### src/design/cansit_pkg.sv
/*
  Shared constants and types for the message object status and identifier tag block.
  Assumes one 50 MHz controller clock and a protocol engine on that same clock.
*/
`default_nettype none
package cansit_pkg;
  localparam int unsigned NOBJ = 15;
  localparam logic [7:0] ADDR_PAGE = 8'hb1;
  localparam logic [7:0] ADDR_STATUS = 8'hb2;
  localparam logic [7:0] ADDR_CTRL = 8'hb3;
  localparam logic [7:0] ADDR_TAG1 = 8'hbc;
  localparam logic [7:0] ADDR_TAG2 = 8'hbd;
  localparam logic [7:0] ADDR_TAG3 = 8'hbe;
  localparam logic [7:0] ADDR_TAG4 = 8'hbf;
  localparam logic [7:0] PAGE_RESET = 8'h00;
  localparam logic [7:0] STATUS_RESET = 8'h00;
  localparam logic [7:0] CTRL_RESET = 8'h00;
  localparam int unsigned ST_LENGTH_MISMATCH_WARNING = 7;
  localparam int unsigned ST_TRANSMIT_COMPLETE = 6;
  localparam int unsigned ST_RECEIVE_COMPLETE = 5;
  localparam int unsigned ST_BIT_ERROR_FLAG = 4;
  localparam int unsigned ST_STUFF_ERROR_FLAG = 3;
  localparam int unsigned ST_CRC_ERROR_FLAG = 2;
  localparam int unsigned ST_FORM_ERROR_FLAG = 1;
  localparam int unsigned ST_ACK_ERROR_FLAG = 0;
  localparam int unsigned CTRL_IDE = 4;
  localparam logic [1:0] CFG_DISABLE = 2'h0;
  localparam logic [1:0] CFG_TX = 2'h1;
  localparam logic [1:0] CFG_RX = 2'h2;
  localparam logic [7:0] STD_TAG2_MASK = 8'he0;
  localparam logic [7:0] STD_TAG4_MASK = 8'h05;
  localparam logic [14:0] CRC_POLY = 15'h4599;
  localparam logic [2:0] STUFF_LIMIT = 3'h5;
  localparam logic [3:0] NO_OBJECT = 4'hf;

  // Per-cycle view of the protocol engine, one bit time per bit_valid.
  typedef struct packed {
    logic sof;
    logic bit_valid;
    logic driven;
    logic monitored;
    logic transmitting;
    logic arbitration;
    logic ack_slot;
    logic error_frame;
    logic stuff_zone;
    logic crc_zone;
    logic crc_check;
    logic [14:0] crc_rx;
    logic form_check;
    logic tx_done;
    logic rx_done;
    logic [3:0] rx_dlc;
    logic [14:0] rx_hit;
    logic [3:0] err_obj;
  } cansit_eng_t;
endpackage
`default_nettype wire

### src/design/cansit_top.sv
/*
  Per-object status flags, control/length and identifier tags of a CAN controller,
  reached through the byte-wide special-function-register port.
  Assumes the protocol engine runs on CLK and presents bit-level and frame events.
*/
`default_nettype none
// What this block does
// - Flag status bit 7 when a received length code differs from the expected one.
// - A frame received into an enabled object overwrites that object's length code with the received code.
// - Set status bit 6 when the object's enabled transmission completes.
// - Among objects enabled to transmit, the lowest index is served first.
// - Set status bit 5 when the object's enabled reception completes.
// - A frame hitting several receive objects updates only the lowest index.
// - While transmitting, set status bit 4 when monitored level differs from driven.
// - No bit error for recessive lost in arbitration or dominant ack in error frame.
// - Set status bit 3 on more than five equal bits where stuffing applies.
// - Receiver CRC over destuffed SOF to data; mismatch sets status bit 2.
// - Set status bit 1 on a malformed CRC delimiter, ack delimiter or end of frame.
// - Set status bit 0 when no dominant level is seen in our ack slot.
// - Flags stay set until software clears them; hardware never clears them.
// - Standard format: id 10..3 in tag 1, id 2..0 in tag 2 bits 7-5.
// - Standard format: tag 3 reserved; tag 4 holds remote bit 2, reserved-bit-0 bit 0.
// - Extended format: tags 1,2,3 hold id 28..21, 20..13, 12..5.
// - Identifier tags have no value after reset.
// - The identifier extension bit picks the 11-bit or 29-bit tag layout.
// - The page object-number field, 0 to 14, picks the visible object.
module cansit_top
  import cansit_pkg::*;
(
  input wire logic CLK,
  input wire logic RST,
  input wire logic [7:0] SFR_ADDR,
  input wire logic [7:0] SFR_WDATA,
  input wire logic SFR_WR,
  input wire logic SFR_RD,
  output logic [7:0] SFR_RDATA,
  input wire cansit_eng_t ENG,
  output logic TX_VALID,
  output logic [3:0] TX_OBJ,
  output logic TX_IDE,
  output logic [28:0] TX_ID,
  output logic [3:0] TX_DLC
);

  // Returns {found, index} of the lowest set bit.
  function automatic logic [4:0] cansit_first(input logic [14:0] v);
    logic [4:0] r;
    r = {1'b0, NO_OBJECT};
    for (int i = NOBJ - 1; i >= 0; i--) begin
      if (v[i]) begin
        r = {1'b1, 4'(i)};
      end
    end
    return r;
  endfunction

  function automatic logic [28:0] cansit_id(input logic identifier_extension, input logic [7:0] t1,
                                            input logic [7:0] t2, input logic [7:0] t3,
                                            input logic [7:0] t4);
    if (identifier_extension) begin
      return {t1, t2, t3, t4[7:3]};
    end
    return {18'h0, t1, t2[7:5]};
  endfunction

  logic [7:0] page_reg, page_next;
  logic [7:0] status_reg [NOBJ], status_next [NOBJ];
  logic [7:0] ctrl_reg [NOBJ], ctrl_next [NOBJ];
  logic [7:0] tag_reg [NOBJ][4], tag_next [NOBJ][4];
  logic [2:0] run_reg, run_next;
  logic last_reg, last_next;
  logic [14:0] crc_reg, crc_next;
  logic [7:0] rdata_reg, rdata_next;
  logic tx_valid_reg, tx_valid_next;
  logic [3:0] tx_obj_reg, tx_obj_next;
  logic tx_ide_reg, tx_ide_next;
  logic [28:0] tx_id_reg, tx_id_next;
  logic [3:0] tx_dlc_reg, tx_dlc_next;

  logic [3:0] sel;
  logic sel_ok;
  logic [14:0] tx_en, rx_en;
  logic [4:0] tx_pick, rx_pick;
  logic bit_error_flag_ev, stuff_error_flag_ev, crc_error_flag_ev, form_error_flag_ev, ack_error_flag_ev;
  logic err_ok;

  assign sel = page_reg[7:4];
  assign sel_ok = (sel < 4'(NOBJ));
  assign err_ok = (ENG.err_obj < 4'(NOBJ));

  always_comb begin
    for (int i = 0; i < NOBJ; i++) begin
      tx_en[i] = (ctrl_reg[i][7:6] == CFG_TX);
      rx_en[i] = ctrl_reg[i][7];
    end
  end

  assign tx_pick = cansit_first(tx_en);
  assign rx_pick = cansit_first(ENG.rx_hit & rx_en);

  // Bus error detectors; monitored levels are 1 for recessive.
  assign bit_error_flag_ev = ENG.bit_valid && ENG.transmitting && (ENG.driven != ENG.monitored)
                   && !(ENG.arbitration && ENG.driven && !ENG.monitored)
                   && !(ENG.ack_slot && ENG.error_frame);
  assign stuff_error_flag_ev = ENG.bit_valid && ENG.stuff_zone && (run_reg == STUFF_LIMIT)
                   && (ENG.monitored == last_reg);
  assign crc_error_flag_ev = ENG.crc_check && !ENG.transmitting && (ENG.crc_rx != crc_reg);
  assign form_error_flag_ev = ENG.bit_valid && ENG.form_check && !ENG.monitored;
  assign ack_error_flag_ev = ENG.bit_valid && ENG.ack_slot && ENG.transmitting
                   && !ENG.error_frame && ENG.monitored;

  // Bit-run and CRC tracking.
  always_comb begin
    run_next = run_reg;
    last_next = last_reg;
    crc_next = crc_reg;
    if (ENG.sof) begin
      crc_next = 15'h0000;
    end
    if (ENG.bit_valid) begin
      last_next = ENG.monitored;
      if (!ENG.stuff_zone || ENG.monitored != last_reg) begin
        run_next = 3'h1;
      end else if (run_reg != 3'h7) begin
        run_next = run_reg + 3'h1;
      end
    end
    if (ENG.bit_valid && ENG.crc_zone && !ENG.sof) begin
      crc_next = {crc_reg[13:0], 1'b0}
                 ^ ((ENG.monitored ^ crc_reg[14]) ? CRC_POLY : 15'h0000);
    end
  end

  always_ff @(posedge CLK or posedge RST) begin
    if (RST) begin
      run_reg <= 3'h0;
      last_reg <= 1'b1;
      crc_reg <= 15'h0000;
    end else begin
      run_reg <= run_next;
      last_reg <= last_next;
      crc_reg <= crc_next;
    end
  end

  // Register file next state; hardware sets win over software writes.
  always_comb begin
    page_next = page_reg;
    if (SFR_WR && SFR_ADDR == ADDR_PAGE) begin
      page_next = SFR_WDATA;
    end
    for (int i = 0; i < NOBJ; i++) begin
      status_next[i] = status_reg[i];
      ctrl_next[i] = ctrl_reg[i];
      for (int k = 0; k < 4; k++) begin
        tag_next[i][k] = tag_reg[i][k];
      end
      if (SFR_WR && sel_ok && sel == 4'(i)) begin
        if (SFR_ADDR == ADDR_STATUS) status_next[i] = SFR_WDATA;
        if (SFR_ADDR == ADDR_CTRL) ctrl_next[i] = SFR_WDATA;
        if (SFR_ADDR == ADDR_TAG1) tag_next[i][0] = SFR_WDATA;
        if (SFR_ADDR == ADDR_TAG2) tag_next[i][1] = SFR_WDATA;
        if (SFR_ADDR == ADDR_TAG3) tag_next[i][2] = SFR_WDATA;
        if (SFR_ADDR == ADDR_TAG4) tag_next[i][3] = SFR_WDATA;
      end
      if (ENG.tx_done && tx_pick[4] && tx_pick[3:0] == 4'(i)) begin
        status_next[i][ST_TRANSMIT_COMPLETE] = 1'b1;
        ctrl_next[i][7:6] = CFG_DISABLE;
      end
      if (ENG.rx_done && rx_pick[4] && rx_pick[3:0] == 4'(i)) begin
        status_next[i][ST_RECEIVE_COMPLETE] = 1'b1;
        if (ENG.rx_dlc != ctrl_reg[i][3:0]) begin
          status_next[i][ST_LENGTH_MISMATCH_WARNING] = 1'b1;
        end
        ctrl_next[i][3:0] = ENG.rx_dlc;
        if (ctrl_reg[i][7:6] == CFG_RX) begin
          ctrl_next[i][7:6] = CFG_DISABLE;
        end
      end
      if (err_ok && ENG.err_obj == 4'(i)) begin
        status_next[i] = status_next[i] | ({7'h00, ack_error_flag_ev} << ST_ACK_ERROR_FLAG)
                         | ({7'h00, form_error_flag_ev} << ST_FORM_ERROR_FLAG) | ({7'h00, crc_error_flag_ev} << ST_CRC_ERROR_FLAG)
                         | ({7'h00, stuff_error_flag_ev} << ST_STUFF_ERROR_FLAG)
                         | ({7'h00, bit_error_flag_ev} << ST_BIT_ERROR_FLAG);
      end
    end
  end

  always_ff @(posedge CLK or posedge RST) begin
    if (RST) begin
      page_reg <= PAGE_RESET;
      for (int i = 0; i < NOBJ; i++) begin
        status_reg[i] <= STATUS_RESET;
        ctrl_reg[i] <= CTRL_RESET;
      end
    end else begin
      page_reg <= page_next;
      status_reg <= status_next;
      ctrl_reg <= ctrl_next;
    end
  end

  // Tags carry no reset so software must load them before use.
  always_ff @(posedge CLK) begin
    tag_reg <= tag_next;
  end

  // Read mux; reserved tag bits read as zero in the standard layout.
  always_comb begin
    rdata_next = rdata_reg;
    if (SFR_RD) begin
      rdata_next = 8'h00;
      if (SFR_ADDR == ADDR_PAGE) begin
        rdata_next = page_reg;
      end else if (sel_ok) begin
        case (SFR_ADDR)
          ADDR_STATUS: rdata_next = status_reg[sel];
          ADDR_CTRL: rdata_next = ctrl_reg[sel];
          ADDR_TAG1: rdata_next = tag_reg[sel][0];
          ADDR_TAG2: rdata_next = ctrl_reg[sel][CTRL_IDE] ? tag_reg[sel][1]
                                  : (tag_reg[sel][1] & STD_TAG2_MASK);
          ADDR_TAG3: rdata_next = ctrl_reg[sel][CTRL_IDE] ? tag_reg[sel][2]
                                  : 8'h00;
          ADDR_TAG4: rdata_next = ctrl_reg[sel][CTRL_IDE] ? tag_reg[sel][3]
                                  : (tag_reg[sel][3] & STD_TAG4_MASK);
          default: rdata_next = 8'h00;
        endcase
      end
    end
  end

  // Transmit candidate presented to the engine.
  always_comb begin
    tx_valid_next = tx_pick[4];
    tx_obj_next = tx_pick[3:0];
    tx_ide_next = 1'b0;
    tx_id_next = 29'h0;
    tx_dlc_next = 4'h0;
    if (tx_pick[4]) begin
      tx_ide_next = ctrl_reg[tx_pick[3:0]][CTRL_IDE];
      tx_dlc_next = ctrl_reg[tx_pick[3:0]][3:0];
      tx_id_next = cansit_id(tx_ide_next, tag_reg[tx_pick[3:0]][0],
                             tag_reg[tx_pick[3:0]][1], tag_reg[tx_pick[3:0]][2],
                             tag_reg[tx_pick[3:0]][3]);
    end
  end

  always_ff @(posedge CLK or posedge RST) begin
    if (RST) begin
      rdata_reg <= 8'h00;
      tx_valid_reg <= 1'b0;
      tx_obj_reg <= 4'h0;
      tx_ide_reg <= 1'b0;
      tx_id_reg <= 29'h0;
      tx_dlc_reg <= 4'h0;
    end else begin
      rdata_reg <= rdata_next;
      tx_valid_reg <= tx_valid_next;
      tx_obj_reg <= tx_obj_next;
      tx_ide_reg <= tx_ide_next;
      tx_id_reg <= tx_id_next;
      tx_dlc_reg <= tx_dlc_next;
    end
  end

  assign SFR_RDATA = rdata_reg;
  assign TX_VALID = tx_valid_reg;
  assign TX_OBJ = tx_obj_reg;
  assign TX_IDE = tx_ide_reg;
  assign TX_ID = tx_id_reg;
  assign TX_DLC = tx_dlc_reg;
endmodule
`default_nettype wire

### config.mk
export PLATFORM = sky130hd
export DESIGN_NAME = cansit_top
export DESIGN_NICKNAME = d
export VERILOG_FILES = /design/src/design/cansit_pkg.sv /design/src/design/cansit_top.sv
export SDC_FILE = /design/constraint.sdc
export NUM_CORES = 2
export LEC_CHECK = 0
export BUFFER_PORTS_ARGS = -buffer_cell sky130_fd_sc_hd__buf_2
export CORE_ASPECT_RATIO = 0.75
export CORE_MARGIN = 2
export CORE_UTILIZATION = 55
export CTS_CLUSTER_SIZE = 24
export DETAILED_ROUTE_END_ITERATION = 12
export MAX_ROUTING_LAYER = met4
export PLACE_DENSITY = 0.84
export SYNTH_ARGS = -nofsm -noshare
export SYNTH_HDL_FRONTEND = slang
export SYNTH_SLANG_ARGS = --single-unit
export TNS_END_PERCENT = 10
### constraint.sdc
create_clock -name CLK -period 11.4 [get_ports CLK]
set_clock_uncertainty 0.15 [all_clocks]
set_input_delay 2.28 -clock CLK [delete_from_list [all_inputs] [get_ports CLK]]
set_output_delay 2.28 -clock CLK [all_outputs]
set_load 0.02 [all_outputs]
==> out/metrics.cfg <==
[detailed_routing]
route.detailed.drc = 0
ant_nets = 0
drt_pass1_iterations = 12
wl_um = 133100
num_vias = 30940
first_iter_violations = 6572
via_per_inst = 7.286
wire_per_inst_um = 31.35

[synth]
synth_area_leader_cell = edfxtp_1
yosys-top-cells-count = edfxtp_1, nand2_1, nor2_1
async_flop_share_pct = 39.55
seq_area_frac_synth_pct = 57.33
syn_inst = 3209
yosysMostFrequentCell = edfxtp_1
synth-seq-cells = 794
ys_types = 73
yosys_warnings = 0
synth-edff-count = 480
netlist_top_cells_area = edfxtp_1, dfrtp_1, mux4_2
netlist_area_um2 = 38850
netlist.area_leader.share_pct = 37.10
ys.flop_type = edfxtp_1
synth_nets = 3284
syn_avg_cell_area_um2 = 12.11

[global_routing]
grt.total_usage_pct = 37.15
grt_pass1_wl_um = 192100
grt_max_degree = 133
antenna_found_initial = 2
gr-total-overflow = 0
grt_pass1_vias = 29300

[finish]
drive_above_1_share_pct = 17.28
largest_reg_flops = 480
fin_util_pct = 61.11
area_growth_pct = 10.11
instances_no_fill = 4246
final_nets = 3310

[floorplanning]
start_util_pct = 55.50
die_y_um = 234.2
io_pins = 119
die_area_um2 = 72800
rows = 84
core-area_um2 = 70000
fp.dieW_um = 310.9

[cts]
clk_latency_ns = 0.67
cts_tree = built
htree_levels = 3
cts_sinks = 794
clk_pin_slew_ns = 0.07
cts_hold_buffers = 0
clockBufferDepth = 3
cts_buffers = 78
cts-root-buf = clkbuf_16
cts_resized = 0
postCtsSetupBuffers = 0

[setup_path]
end_kind = register
setup.worst_path.class = reg -> reg
startpoint_type = register
required_ns = 11.82
cp_data_arrival_time_ns = 5.64
critPathMaxFanout = 62

[place]
place_congestion = 1.023
dp_hpwl_um = 82960
place_inst = 4101
io_buffers = 118

[sta]
max_clock_freq_mhz = 191.8
setup_viol_count_final = 0
rsz0062_at_grt = no
worst_slew_pin_slew_ns = 1.445
fin_crit_ns = 5.213
finalHoldViolations = 0
slew_violations = 0
min_period_over_period_pct = 45.73
setup_tns_ns = 0
hold-worst-slack_ns = 0.3364
slew_headroom_pct = 3.332

[status]
status = finished, final reports clean

[power_and_ir_drop]
p_total_w = 0.007285
leakage_nw = 15.90
p_per_area_nw_per_um2 = 170.3
ir_drop_mv = 0.1180

[worst_hold_path]
hp-class = reg -> reg

[job]
cap_violations = 0

[cell usage in the layout (no fill, tap or decap), drive strengths merged, types with 80 or more instances in the layout]
master / synthesis / layout
clkbuf: 157 / 106
edfxtp: 480 / 480
nand3: 80 / 80
o21ai: 128 / 128
o22ai: 157 / 157
buf: 64 / 167
dfrtp: 313 / 313
mux4: 191 / 191
nor2: 389 / 389
nand2: 453 / 453
a21oi: 149 / 149
mux2i: 155 / 155
[worst paths after layout]
kind | from | end | slack [ns] | depth (start not counted)
max reg2reg | ctrl_reg[31] | TX_ID[8] | 6.19 | 11
min | ctrl_reg[117] | ctrl_reg[117] | 0.34 | 2
max in group asynchronous | RST | page_reg[7] | 7.05 | 4
min reg2reg | ctrl_reg[117] | ctrl_reg[117] | 0.34 | 2
max | ctrl_reg[31] | TX_ID[8] | 6.19 | 11
min in group asynchronous | RST | TX_OBJ[1] | 1.67 | 2
[critical path, cell delays in order (launching register included)]
cell and delay [ns]:
dfrtp_1 0.57, nand2b_1 0.25, nand3_1 0.13, o2bb2ai_2 0.36, o21a_4 0.48, buf_4 0.82, a31o_2 0.27, a221oi_1 0.06
or4_4 0.82, inv_2 0.50, nand4_1 0.48, o21ai_1 0.20
[layout make-up]
class | count | area, um^2
Antenna cell | 2 | 5.005
Clock buffer | 106 | 2180
Clock inverter | 37 | 350.3
Fill cell | 5237 | 27220
Inverter | 14 | 60.06
Multi-Input combinational cell | 2180 | 15740
Sequential cell | 794 | 22290
Tap cell | 946 | 1184
Timing Repair Buffer | 167 | 978.4
[power breakdown]
| part | internal (W) | leakage, nW | switching, W |
|---|---|---|---|
| clock | 0.00144 | 1.25 | 0.00117 |
| sequential | 0.00318 | 8.50 | 0.000113 |
| combinational | 0.000440 | 6.15 | 0.000944 |
| total | 0.00506 | 15.9 | 0.00222 |
[routing by layer]
layer	vias to the layer above	share of wire, %	global-route usage [%]
met5	-	0	-
met3	673	21	18.80
met4	0	5.4	16.41
met2	3382	40	49.37
li1	12150	-	-
met1	14740	34	47.48
[per-stage QoR]
| stage | instance area (um^2) | worst slack (ns) |
|---|---|---|
| 3_5_place_dp | 40240 | 6.076 |
| 4_1_cts | 42770 | 6.415 |
| 3_3_place_gp | 40240 | 6.114 |
| 5_1_grt | 42780 | 6.047 |
| 6_report | 42780 | 6.187 |
| 2_1_floorplan | 38850 | 0.2855 |
[cell families after synthesis]
group / share of synthesized area [%]
simple gates: 11.84
flops: 57.33
buf+inv: 2.377
xor+xnor: 1.871
mux: 16.25
compound gates: 10.23
fa+ha+maj: 0.09663
Power figures use the tool's default switching activity.
